### src/rtl/odc_params.svh
// Constants for the on-chip debugger control block
`ifndef ODC_PARAMS_SVH
`define ODC_PARAMS_SVH
`define ODC_ADDR_CTRL      4'h0
`define ODC_ADDR_STATUS    4'h1
`define ODC_ADDR_TXDATA    4'h2
`define ODC_ADDR_RXDATA    4'h3
`define ODC_CTRL_RESET     8'h00
`define ODC_BIT_HALT       7
`define ODC_BIT_BRKALLOW   6
`define ODC_BIT_NOTIFY     5
`define ODC_BIT_DEVRST     0
`define ODC_BRK_OPCODE     8'h00
`define ODC_ACK_CHAR       8'hFF
`define ODC_BAUD_DIV       16'h0364
`define ODC_FRAME_BITS     4'hA
`define ODC_RST_CYCLES     8'h40
`endif

### src/rtl/odc_pkg.sv
// Types for the on-chip debugger control block
package odc_pkg;
   typedef enum logic [1:0] {ODC_TX_IDLE, ODC_TX_SHIFT} odc_tx_state_type;
   typedef enum logic [1:0] {ODC_RX_IDLE, ODC_RX_SHIFT} odc_rx_state_type;
endpackage

### src/rtl/odc_debug_ctrl.sv
// On-chip debugger control: register, halt, breakpoint, reset, serial link
// What this block does
// - One open-drain debug pin carries both transmit and receive data.
// - Link is half-duplex; never drive while the host transmits.
// - Bytes framed as standard asynchronous start, eight data, stop.
// - Halt flag set stops instruction fetch; clearing resumes the processor.
// - Decoded breakpoint opcode with breakpoints allowed sets the halt flag.
// - With read protect active, writing zero cannot clear the halt flag.
// - With breakpoints disallowed, the breakpoint opcode acts as no-operation.
// - With notify enabled, a breakpoint sends acknowledge character to host.
// - Writing one to reset bit resets the device but not the debugger.
// - Reset bit self-clears after the reset sequence; writing zero does nothing.
// - Control bits four to one read as zero.
`timescale 1ns/1ps
`default_nettype none
`include "odc_params.svh"
module odc_debug_ctrl
   import odc_pkg::*;
#(
   parameter logic [15:0] BAUD_DIV   = `ODC_BAUD_DIV,
   parameter logic [7:0]  RST_CYCLES = `ODC_RST_CYCLES,
   parameter int          FIFO_DEPTH = 16
) (
   // Clock and reset
   input  wire logic       clk_sys_i,
   input  wire logic       rst_n_i,
   // Register port
   input  wire logic [3:0] reg_addr_i,
   input  wire logic [7:0] reg_wdata_i,
   input  wire logic       reg_wr_i,
   input  wire logic       reg_rd_i,
   output logic [7:0]      reg_rdata_o,
   // Processor side
   input  wire logic       opcode_valid_i,
   input  wire logic [7:0] opcode_i,
   input  wire logic       cpu_halted_i,
   input  wire logic       read_protect_option_i,
   output logic            fetch_stall_o,
   output logic            breakpoint_nop_o,
   output logic            device_reset_o,
   input  wire logic       device_reset_done_i,
   // Debug pin
   input  wire logic       debug_line_pin_i,
   output logic            debug_line_pin_o,
   output logic            debug_line_pin_oe_o
);
   typedef struct packed {
      logic             halt;
      logic             brk_allow;
      logic             notify;
      logic             devrst;
      logic [7:0]       rst_cnt;
      logic             ack_pend;
      logic [2:0]       sync;
      logic             line;
      odc_tx_state_type tx_st;
      logic [15:0]      tx_div;
      logic [3:0]       tx_bit;
      logic [9:0]       tx_sh;
      logic             tx_drive;
      odc_rx_state_type rx_st;
      logic [15:0]      rx_div;
      logic [3:0]       rx_bit;
      logic [7:0]       rx_sh;
      logic [7:0]       rx_data;
      logic             rx_full;
      logic [7:0]       rdata;
   } odc_state_type;
   odc_state_type st_reg;
   odc_state_type st_next;
   logic          brk_hit;
   logic          ctrl_wr;
   logic          fifo_in_valid;
   logic          fifo_in_ready;
   logic [7:0]    fifo_in_data;
   logic          fifo_out_valid;
   logic          fifo_out_ready;
   logic [7:0]    fifo_out_data;
   logic [7:0]    ctrl_view;
   logic [7:0]    stat_view;
   logic          tx_wr;
   logic          ack_push;
   assign brk_hit = opcode_valid_i && (opcode_i == `ODC_BRK_OPCODE) && st_reg.brk_allow;
   assign ctrl_wr = reg_wr_i && (reg_addr_i == `ODC_ADDR_CTRL);
   assign tx_wr   = reg_wr_i && (reg_addr_i == `ODC_ADDR_TXDATA);
   // Software transmit bytes and ack share the FIFO
   // A software byte takes the cycle; the ack waits for a cycle without one, so the ack is never lost
   assign ack_push      = st_reg.ack_pend && cpu_halted_i && !tx_wr;
   assign fifo_in_valid = ack_push || tx_wr;
   assign fifo_in_data  = ack_push ? `ODC_ACK_CHAR : reg_wdata_i;
   // Drain only while line idle and no reception running
   assign fifo_out_ready = (st_reg.tx_st == ODC_TX_IDLE) && (st_reg.rx_st == ODC_RX_IDLE)
                           && st_reg.line;
   odc_fifo #(
      .WIDTH (8),
      .DEPTH (FIFO_DEPTH)
   ) u_fifo (
      .clk_sys_i   (clk_sys_i),
      .rst_n_i     (rst_n_i),
      .in_valid_i  (fifo_in_valid),
      .in_ready_o  (fifo_in_ready),
      .in_data_i   (fifo_in_data),
      .out_valid_o (fifo_out_valid),
      .out_ready_i (fifo_out_ready),
      .out_data_o  (fifo_out_data)
   );
   always_comb
   begin
      ctrl_view = 8'h00;
      ctrl_view[`ODC_BIT_HALT]     = st_reg.halt;
      ctrl_view[`ODC_BIT_BRKALLOW] = st_reg.brk_allow;
      ctrl_view[`ODC_BIT_NOTIFY]   = st_reg.notify;
      ctrl_view[`ODC_BIT_DEVRST]   = st_reg.devrst;
      stat_view = {4'h0, st_reg.rx_st == ODC_RX_SHIFT, st_reg.tx_st == ODC_TX_SHIFT,
                   fifo_in_ready, st_reg.rx_full};
   end
   always_comb
   begin
      st_next = st_reg;
      // Pin input synchroniser; third and second must agree
      st_next.sync = {st_reg.sync[1:0], debug_line_pin_i};
      if (st_reg.sync[2] == st_reg.sync[1])
      begin
         st_next.line = st_reg.sync[2];
      end
      // Control register writes
      if (ctrl_wr)
      begin
         st_next.brk_allow = reg_wdata_i[`ODC_BIT_BRKALLOW];
         st_next.notify    = reg_wdata_i[`ODC_BIT_NOTIFY];
         if (reg_wdata_i[`ODC_BIT_HALT])
         begin
            st_next.halt = 1'b1;
         end
         else if (!read_protect_option_i)
         begin
            st_next.halt = 1'b0;
         end
         // A running reset ignores a further request; a zero does nothing
         if (reg_wdata_i[`ODC_BIT_DEVRST] && !st_reg.devrst)
         begin
            st_next.devrst  = 1'b1;
            st_next.rst_cnt = RST_CYCLES;
         end
      end
      // Queued ack leaves once it is in the FIFO
      if (ack_push && fifo_in_ready)
      begin
         st_next.ack_pend = 1'b0;
      end
      // Breakpoint sets halt; wins over a clearing write
      // A new breakpoint wins over the ack leaving in the same cycle
      if (brk_hit)
      begin
         st_next.halt = 1'b1;
         if (st_reg.notify || (ctrl_wr && reg_wdata_i[`ODC_BIT_NOTIFY]))
         begin
            st_next.ack_pend = 1'b1;
         end
      end
      // Device reset sequence, self-clearing
      if (st_reg.devrst)
      begin
         if (st_reg.rst_cnt != 8'h00)
         begin
            st_next.rst_cnt = st_reg.rst_cnt - 8'h01;
         end
         else if (device_reset_done_i)
         begin
            st_next.devrst = 1'b0;
         end
      end
      // Transmitter
      unique case (st_reg.tx_st)
         ODC_TX_IDLE:
         begin
            st_next.tx_drive = 1'b0;
            if (fifo_out_valid && fifo_out_ready)
            begin
               st_next.tx_st    = ODC_TX_SHIFT;
               st_next.tx_sh    = {1'b1, fifo_out_data, 1'b0};
               st_next.tx_bit   = `ODC_FRAME_BITS;
               st_next.tx_div   = BAUD_DIV;
               st_next.tx_drive = 1'b1;
            end
         end
         ODC_TX_SHIFT:
         begin
            if (st_reg.tx_div != 16'h0000)
            begin
               st_next.tx_div = st_reg.tx_div - 16'h0001;
            end
            else
            begin
               st_next.tx_div = BAUD_DIV;
               st_next.tx_sh  = {1'b1, st_reg.tx_sh[9:1]};
               st_next.tx_bit = st_reg.tx_bit - 4'h1;
               // Stop bit releases the pin before returning idle
               if (st_reg.tx_bit == 4'h1)
               begin
                  st_next.tx_st    = ODC_TX_IDLE;
                  st_next.tx_drive = 1'b0;
               end
            end
         end
         default:
         begin
            st_next.tx_st    = ODC_TX_IDLE;
            st_next.tx_drive = 1'b0;
         end
      endcase
      // Receiver, off while transmitting
      unique case (st_reg.rx_st)
         ODC_RX_IDLE:
         begin
            if (st_reg.tx_st == ODC_TX_IDLE && !st_reg.line)
            begin
               st_next.rx_st  = ODC_RX_SHIFT;
               // Half a bit time to land in mid-bit
               st_next.rx_div = {1'b0, BAUD_DIV[15:1]};
               st_next.rx_bit = `ODC_FRAME_BITS;
            end
         end
         ODC_RX_SHIFT:
         begin
            if (st_reg.rx_div != 16'h0000)
            begin
               st_next.rx_div = st_reg.rx_div - 16'h0001;
            end
            else
            begin
               st_next.rx_div = BAUD_DIV;
               st_next.rx_bit = st_reg.rx_bit - 4'h1;
               // Start bit gone by mid-bit: false start
               if (st_reg.rx_bit == `ODC_FRAME_BITS && st_reg.line)
               begin
                  st_next.rx_st = ODC_RX_IDLE;
               end
               else if (st_reg.rx_bit == 4'h1)
               begin
                  st_next.rx_st = ODC_RX_IDLE;
                  if (st_reg.line)
                  begin
                     st_next.rx_data = st_reg.rx_sh;
                     st_next.rx_full = 1'b1;
                  end
               end
               else if (st_reg.rx_bit != `ODC_FRAME_BITS)
               begin
                  st_next.rx_sh = {st_reg.line, st_reg.rx_sh[7:1]};
               end
            end
         end
         default:
         begin
            st_next.rx_st = ODC_RX_IDLE;
         end
      endcase
      // Register reads; reading receive data clears the full flag
      st_next.rdata = 8'h00;
      if (reg_rd_i)
      begin
         unique case (reg_addr_i)
            `ODC_ADDR_CTRL:   st_next.rdata = ctrl_view;
            `ODC_ADDR_STATUS: st_next.rdata = stat_view;
            `ODC_ADDR_RXDATA:
            begin
               st_next.rdata   = st_reg.rx_data;
               st_next.rx_full = 1'b0;
            end
            default:          st_next.rdata = 8'h00;
         endcase
      end
      // A new byte wins over a clearing read
      if (st_reg.rx_st == ODC_RX_SHIFT && st_reg.rx_bit == 4'h1 && st_reg.rx_div == 16'h0000
          && st_reg.line)
      begin
         st_next.rx_full = 1'b1;
      end
   end
   // Pin path and line reset high, so no false start follows reset
   always_ff @(posedge clk_sys_i or negedge rst_n_i)
   begin
      if (!rst_n_i)
      begin
         st_reg       <= '0;
         st_reg.sync  <= 3'b111;
         st_reg.line  <= 1'b1;
         st_reg.tx_sh <= 10'h3FF;
      end
      else
      begin
         st_reg <= st_next;
      end
   end
   assign reg_rdata_o         = st_reg.rdata;
   assign fetch_stall_o       = st_reg.halt;
   assign breakpoint_nop_o    = opcode_valid_i && (opcode_i == `ODC_BRK_OPCODE)
                                && !st_reg.brk_allow;
   assign device_reset_o      = st_reg.devrst;
   // Open drain: only ever pull low
   assign debug_line_pin_o    = 1'b0;
   assign debug_line_pin_oe_o = st_reg.tx_drive && !st_reg.tx_sh[0];
endmodule // odc_debug_ctrl
`default_nettype wire

### src/rtl/odc_fifo.sv
// Valid/ready FIFO with parameterised width and depth
`timescale 1ns/1ps
`default_nettype none
module odc_fifo #(
   parameter int WIDTH = 8,
   parameter int DEPTH = 16
) (
   // Clock and reset
   input  wire logic             clk_sys_i,
   input  wire logic             rst_n_i,
   // Fill side
   input  wire logic             in_valid_i,
   output logic                  in_ready_o,
   input  wire logic [WIDTH-1:0] in_data_i,
   // Drain side
   output logic                  out_valid_o,
   input  wire logic             out_ready_i,
   output logic [WIDTH-1:0]      out_data_o
);
   localparam int AW = $clog2(DEPTH);
   typedef struct packed {
      logic [AW-1:0] wr;
      logic [AW-1:0] rd;
      logic [AW:0]   cnt;
   } odc_fifo_state_type;
   odc_fifo_state_type st_reg;
   odc_fifo_state_type st_next;
   logic [WIDTH-1:0]   mem [DEPTH];
   logic               push;
   logic               pop;
   assign in_ready_o  = (st_reg.cnt != DEPTH[AW:0]);
   assign out_valid_o = (st_reg.cnt != '0);
   assign out_data_o  = mem[st_reg.rd];
   assign push        = in_valid_i && in_ready_o;
   assign pop         = out_valid_o && out_ready_i;
   always_comb
   begin
      st_next = st_reg;
      if (push)
      begin
         st_next.wr = st_reg.wr + 1'b1;
      end
      if (pop)
      begin
         st_next.rd = st_reg.rd + 1'b1;
      end
      st_next.cnt = st_reg.cnt + {{AW{1'b0}}, push} - {{AW{1'b0}}, pop};
   end
   always_ff @(posedge clk_sys_i or negedge rst_n_i)
   begin
      if (!rst_n_i)
      begin
         st_reg <= '0;
      end
      else
      begin
         st_reg <= st_next;
      end
   end
   always_ff @(posedge clk_sys_i)
   begin
      if (push)
      begin
         mem[st_reg.wr] <= in_data_i;
      end
   end
endmodule // odc_fifo
`default_nettype wire

### config.mk
export PLATFORM = sky130hd
export DESIGN_NAME = odc_debug_ctrl
export DESIGN_NICKNAME = d
export VERILOG_FILES = /design/src/rtl/odc_pkg.sv /design/src/rtl/odc_debug_ctrl.sv /design/src/rtl/odc_fifo.sv
export VERILOG_INCLUDE_DIRS = /design/src /design/src/rtl
export SDC_FILE = /design/constraint.sdc
export NUM_CORES = 1
export LEC_CHECK = 0
export ABC_CLOCK_PERIOD_IN_PS = 3900
export BUFFER_PORTS_ARGS = -buffer_cell sky130_fd_sc_hd__buf_2
export CAP_MARGIN = 20
export CORE_MARGIN = 1.5
export CORE_UTILIZATION = 62
export DETAILED_ROUTE_END_ITERATION = 8
export PLACE_DENSITY = 0.8
export RECOVER_POWER = 100
export SLEW_MARGIN = 15
export SYNTH_ARGS = -nofsm -noshare
export SYNTH_HDL_FRONTEND = slang
export SYNTH_SLANG_ARGS = --single-unit
### constraint.sdc
create_clock -name clk_sys_i -period 3.9 [get_ports clk_sys_i]
set_clock_uncertainty 0.05 [all_clocks]
set_input_delay 1.17 -clock clk_sys_i [delete_from_list [all_inputs] [get_ports clk_sys_i]]
set_output_delay 1.17 -clock clk_sys_i [all_outputs]
set_load 0.005 [all_outputs]
==> results.md <==
* Worst EP arrival at 3810 ps
* Max VDD drop at 0.401 mV
* Seq/Total Area, Yosys at a little over three fifths
* NumNets Final at ~850
* Total global routing overflow at 0
* Rows at 47
* CP cell instances: or3b_1 -> or2_1 -> buf_4 -> inv_1 -> ha_1 -> inv_1 -> ha_1 -> fa_1 -> a21oi_1 -> nor2_1 -> nor2_1 -> xnor2_1
* Fmax at about 290 MHz
* Post-route ant nets at 0
* Max reg flops at ~130
* Vias per inst at 6.28
* Port bufs at 40
* CTS resizes at 0
* Final-report hold violation count at 0
* Initial Utilization at a little over three fifths
* Diodes inserted at 0
* Period utilisation layout at around 90%
* # setup viols final at 0
* GPL Wtd Cong at 0.883
* Tot Pwr at ~0.0056 W
* Maximum number of pins on one net before global-route repair at 63
* Clk_lat worst skew at around 520 ps
* Detailed Route WL at about 22000 um
* Max Cap Viol at 1
* Vias in the first global route at 6600
* Static leakage at between 4 and 5 nW
* Seq. cell area at around 6600 um2
* Failing checks: capacitance limit, slew limit
* Seq cells post-synth at ~240
* Setup TNS at 0 ps
* Pwr dens at 487 nW/um2
* YS warnings at 0
* Synthesized instance count at 759
* Worst EP required at roughly 4300 ps
* Worst-path clk slew at around 60 ps
* Slowest stage delay, CP at between 600 and 700 ps
* Netlist cell types at ~70
* Root buffer cell: clkbuf_16
* Global-route wire length before repair at about 36000 um
* Clock sink count at around 240
* DP Area at approximately 11000 um2
* CP Max Fanout at 17
* Core Region at between 15000 and 20000 um2
* Setup CP Type: flop to flop
* Die W at 133 um
* Critical path's slowest cell: dfstp_1
* RSZ-0062 raised after global routing: no
* Drt pass-1 iters at 5
* CTS Buffer Depth at 3
* Global-route usage over all layers at a little over a quarter
* CTS H-tree depth at 1
* Antenna violations before repair at 0
* HP Class: flop to flop
* Slew headroom at -1.69%
* Post-CTS setup buffers at 0
* Die Y at approximately 130 um
* Synth Flop Type: edfxtp_1
* Layout cells sized above 1 at 18.6%
* Die Area at between 15000 and 20000 um2
* CP Capture Type: flop
* Dpl hpwl at between 10000 and 15000 um
* Fin crit period at about 3400 ps
* I/O Pins at 42
* Worst setup SP type: flop
* Slew @ Worst Pin at around 1500 ps
* Post-Syn Area at 10400 um2
* Total CTS buffers at 24
* Status: finished, violations left
* Drt wl/cell at between 20 and 25 um
* Fillcell total at about 1100
* Max Slew Vio Count at 63
* Syn avg cell area at between 10 and 15 um2
* Layout area overhead at 11.0%
* Initial DRC Count at approximately 660
* Drt drc at 0
* Post-CTS Hold Fix Bufs at 0
* Total number of vias at 6518
* CTS tree: done
* Ys async rst share at 45.8%
* Syn nets at 810
* Finished Cell Area at 11600 um2
* EDFF count, synth at roughly 130
* Area of the multi-input gates at 3510 um2
-- cells in the mapped netlist, types with 10 or more instances --
| cell | count | share of area, % |
|---|---|---|
| buf_2 | 14 | 0.67 |
| nand2_1 | 79 | 2.8 |
| a31oi_1 | 11 | 0.66 |
| nor2_1 | 32 | 1.2 |
| a21oi_1 | 24 | 1.2 |
| or3_1 | 10 | 0.60 |
| a22o_1 | 10 | 0.84 |
| edfxtp_1 | 128 | 37 |
| nor3_1 | 17 | 0.82 |
| o21ai_0 | 27 | 1.3 |
| clkbuf_1 | 11 | 0.40 |
| inv_1 | 26 | 0.94 |
| ha_1 | 21 | 2.5 |
| xnor2_1 | 17 | 1.4 |
| mux2_2 | 21 | 2.3 |
| and2_1 | 13 | 0.78 |
| dfrtp_1 | 94 | 23 |
| a22oi_1 | 10 | 0.72 |
| dfstp_2 | 14 | 3.5 |
| nand3_1 | 16 | 0.77 |
| mux4_2 | 32 | 6.9 |
-- placed cells by master, fill, tap and decap left out, drive strengths merged, types with 5 or more instances in the layout --
cell type / netlist / final
nand3: 16 / 16
a31oi: 11 / 11
a22oi: 10 / 10
clkinv: 0 / 5
or3: 10 / 10
nor4: 6 / 6
nand2b: 6 / 6
nor2b: 6 / 6
a21oi: 25 / 25
nand2: 79 / 79
and2: 16 / 16
edfxtp: 128 / 128
inv: 27 / 28
o2111ai: 8 / 8
mux2: 21 / 21
ha: 21 / 21
mux4: 32 / 32
xor2: 6 / 6
or2: 11 / 11
nor3b: 6 / 6
dfstp: 14 / 14
and3: 5 / 5
nand4: 7 / 7
nor2: 33 / 33
nor3: 20 / 20
xnor2: 17 / 17
o21ai: 28 / 28
nor4b: 7 / 7
o31ai: 6 / 6
clkbuf: 11 / 44
dfrtp: 94 / 94
buf: 28 / 40
a22o: 10 / 10
-- layer usage --
layer / global-route usage, % / vias up / wire (um) / share of wire (%)
met2: 43.4 / 244 / 11000 / 49
met3: 3.37 / 44 / 1310 / 5.9
met5: 0 / - / 0 / 0
li1: - / 2904 / - / -
met4: 6.96 / 0 / 453 / 2.0
met1: 38.0 / 3326 / 9440 / 43
-- final timing paths --
check	cells past startpoint	start	slack (ps)	end
max	12	st_reg[80]	480	u_fifo.st_reg[4]
min reg2reg	0	st_next[82]	300	st_next[83]
min	0	st_next[82]	300	st_next[83]
max reg2reg	12	st_reg[80]	480	u_fifo.st_reg[4]
max in group asynchronous	2	rst_n_i	1290	u_fifo.st_reg[11]
min in group asynchronous	1	rst_n_i	610	st_reg[43]
-- critical path: cells and delay by family, from the launching register on --
family / cells / cell delay, ps
AO/OA/AOI/OAI: 1 / 160
flip-flops: 1 / 690
XOR/XNOR: 1 / 140
buffers and inverters: 3 / 610
AND/OR/NAND/NOR: 4 / 790
adder cells (fa/ha/maj): 3 / 910
-- report_power, final --
| group | leakage (nW) | switching (W) | internal, W |
|---|---|---|---|
| logic | 1.46 | 0.000242 | 0.000156 |
| registers | 2.52 | 0.0000780 | 0.00271 |
| clock network | 0.409 | 0.000960 | 0.00150 |
| total | 4.39 | 0.00128 | 0.00436 |
-- area by class of cell --
cell class,instances,share of cell area (%)
flip-flops and latches,236,56.7
multi-input cells,457,30.3
clock buffers,30,5.82
well taps,220,2.38
repair buffers,54,2.35
clock inverters,14,1.60
inverters,27,0.875
-- cells by family after synthesis --
group           synth area share, %
compound gates                 7.70
xor+xnor                       1.93
fa+ha+maj                      2.81
buf+inv                        2.94
flops                          62.9
mux                            9.46
other cells                  0.0359
simple gates                   12.2
-- metrics by stage --
stage                     cells  setup slack (ps)  util, %  hold slack, ps
after CTS                  1038               673     70.7             306
after global placement      993               548     65.5             296
after global routing       1038               302     70.1             314
after floorplan             759               546        -             295
after detailed placement    994               504     65.5             299
final                      1038               476     70.1             304
Power figures use the tool's default switching activity.
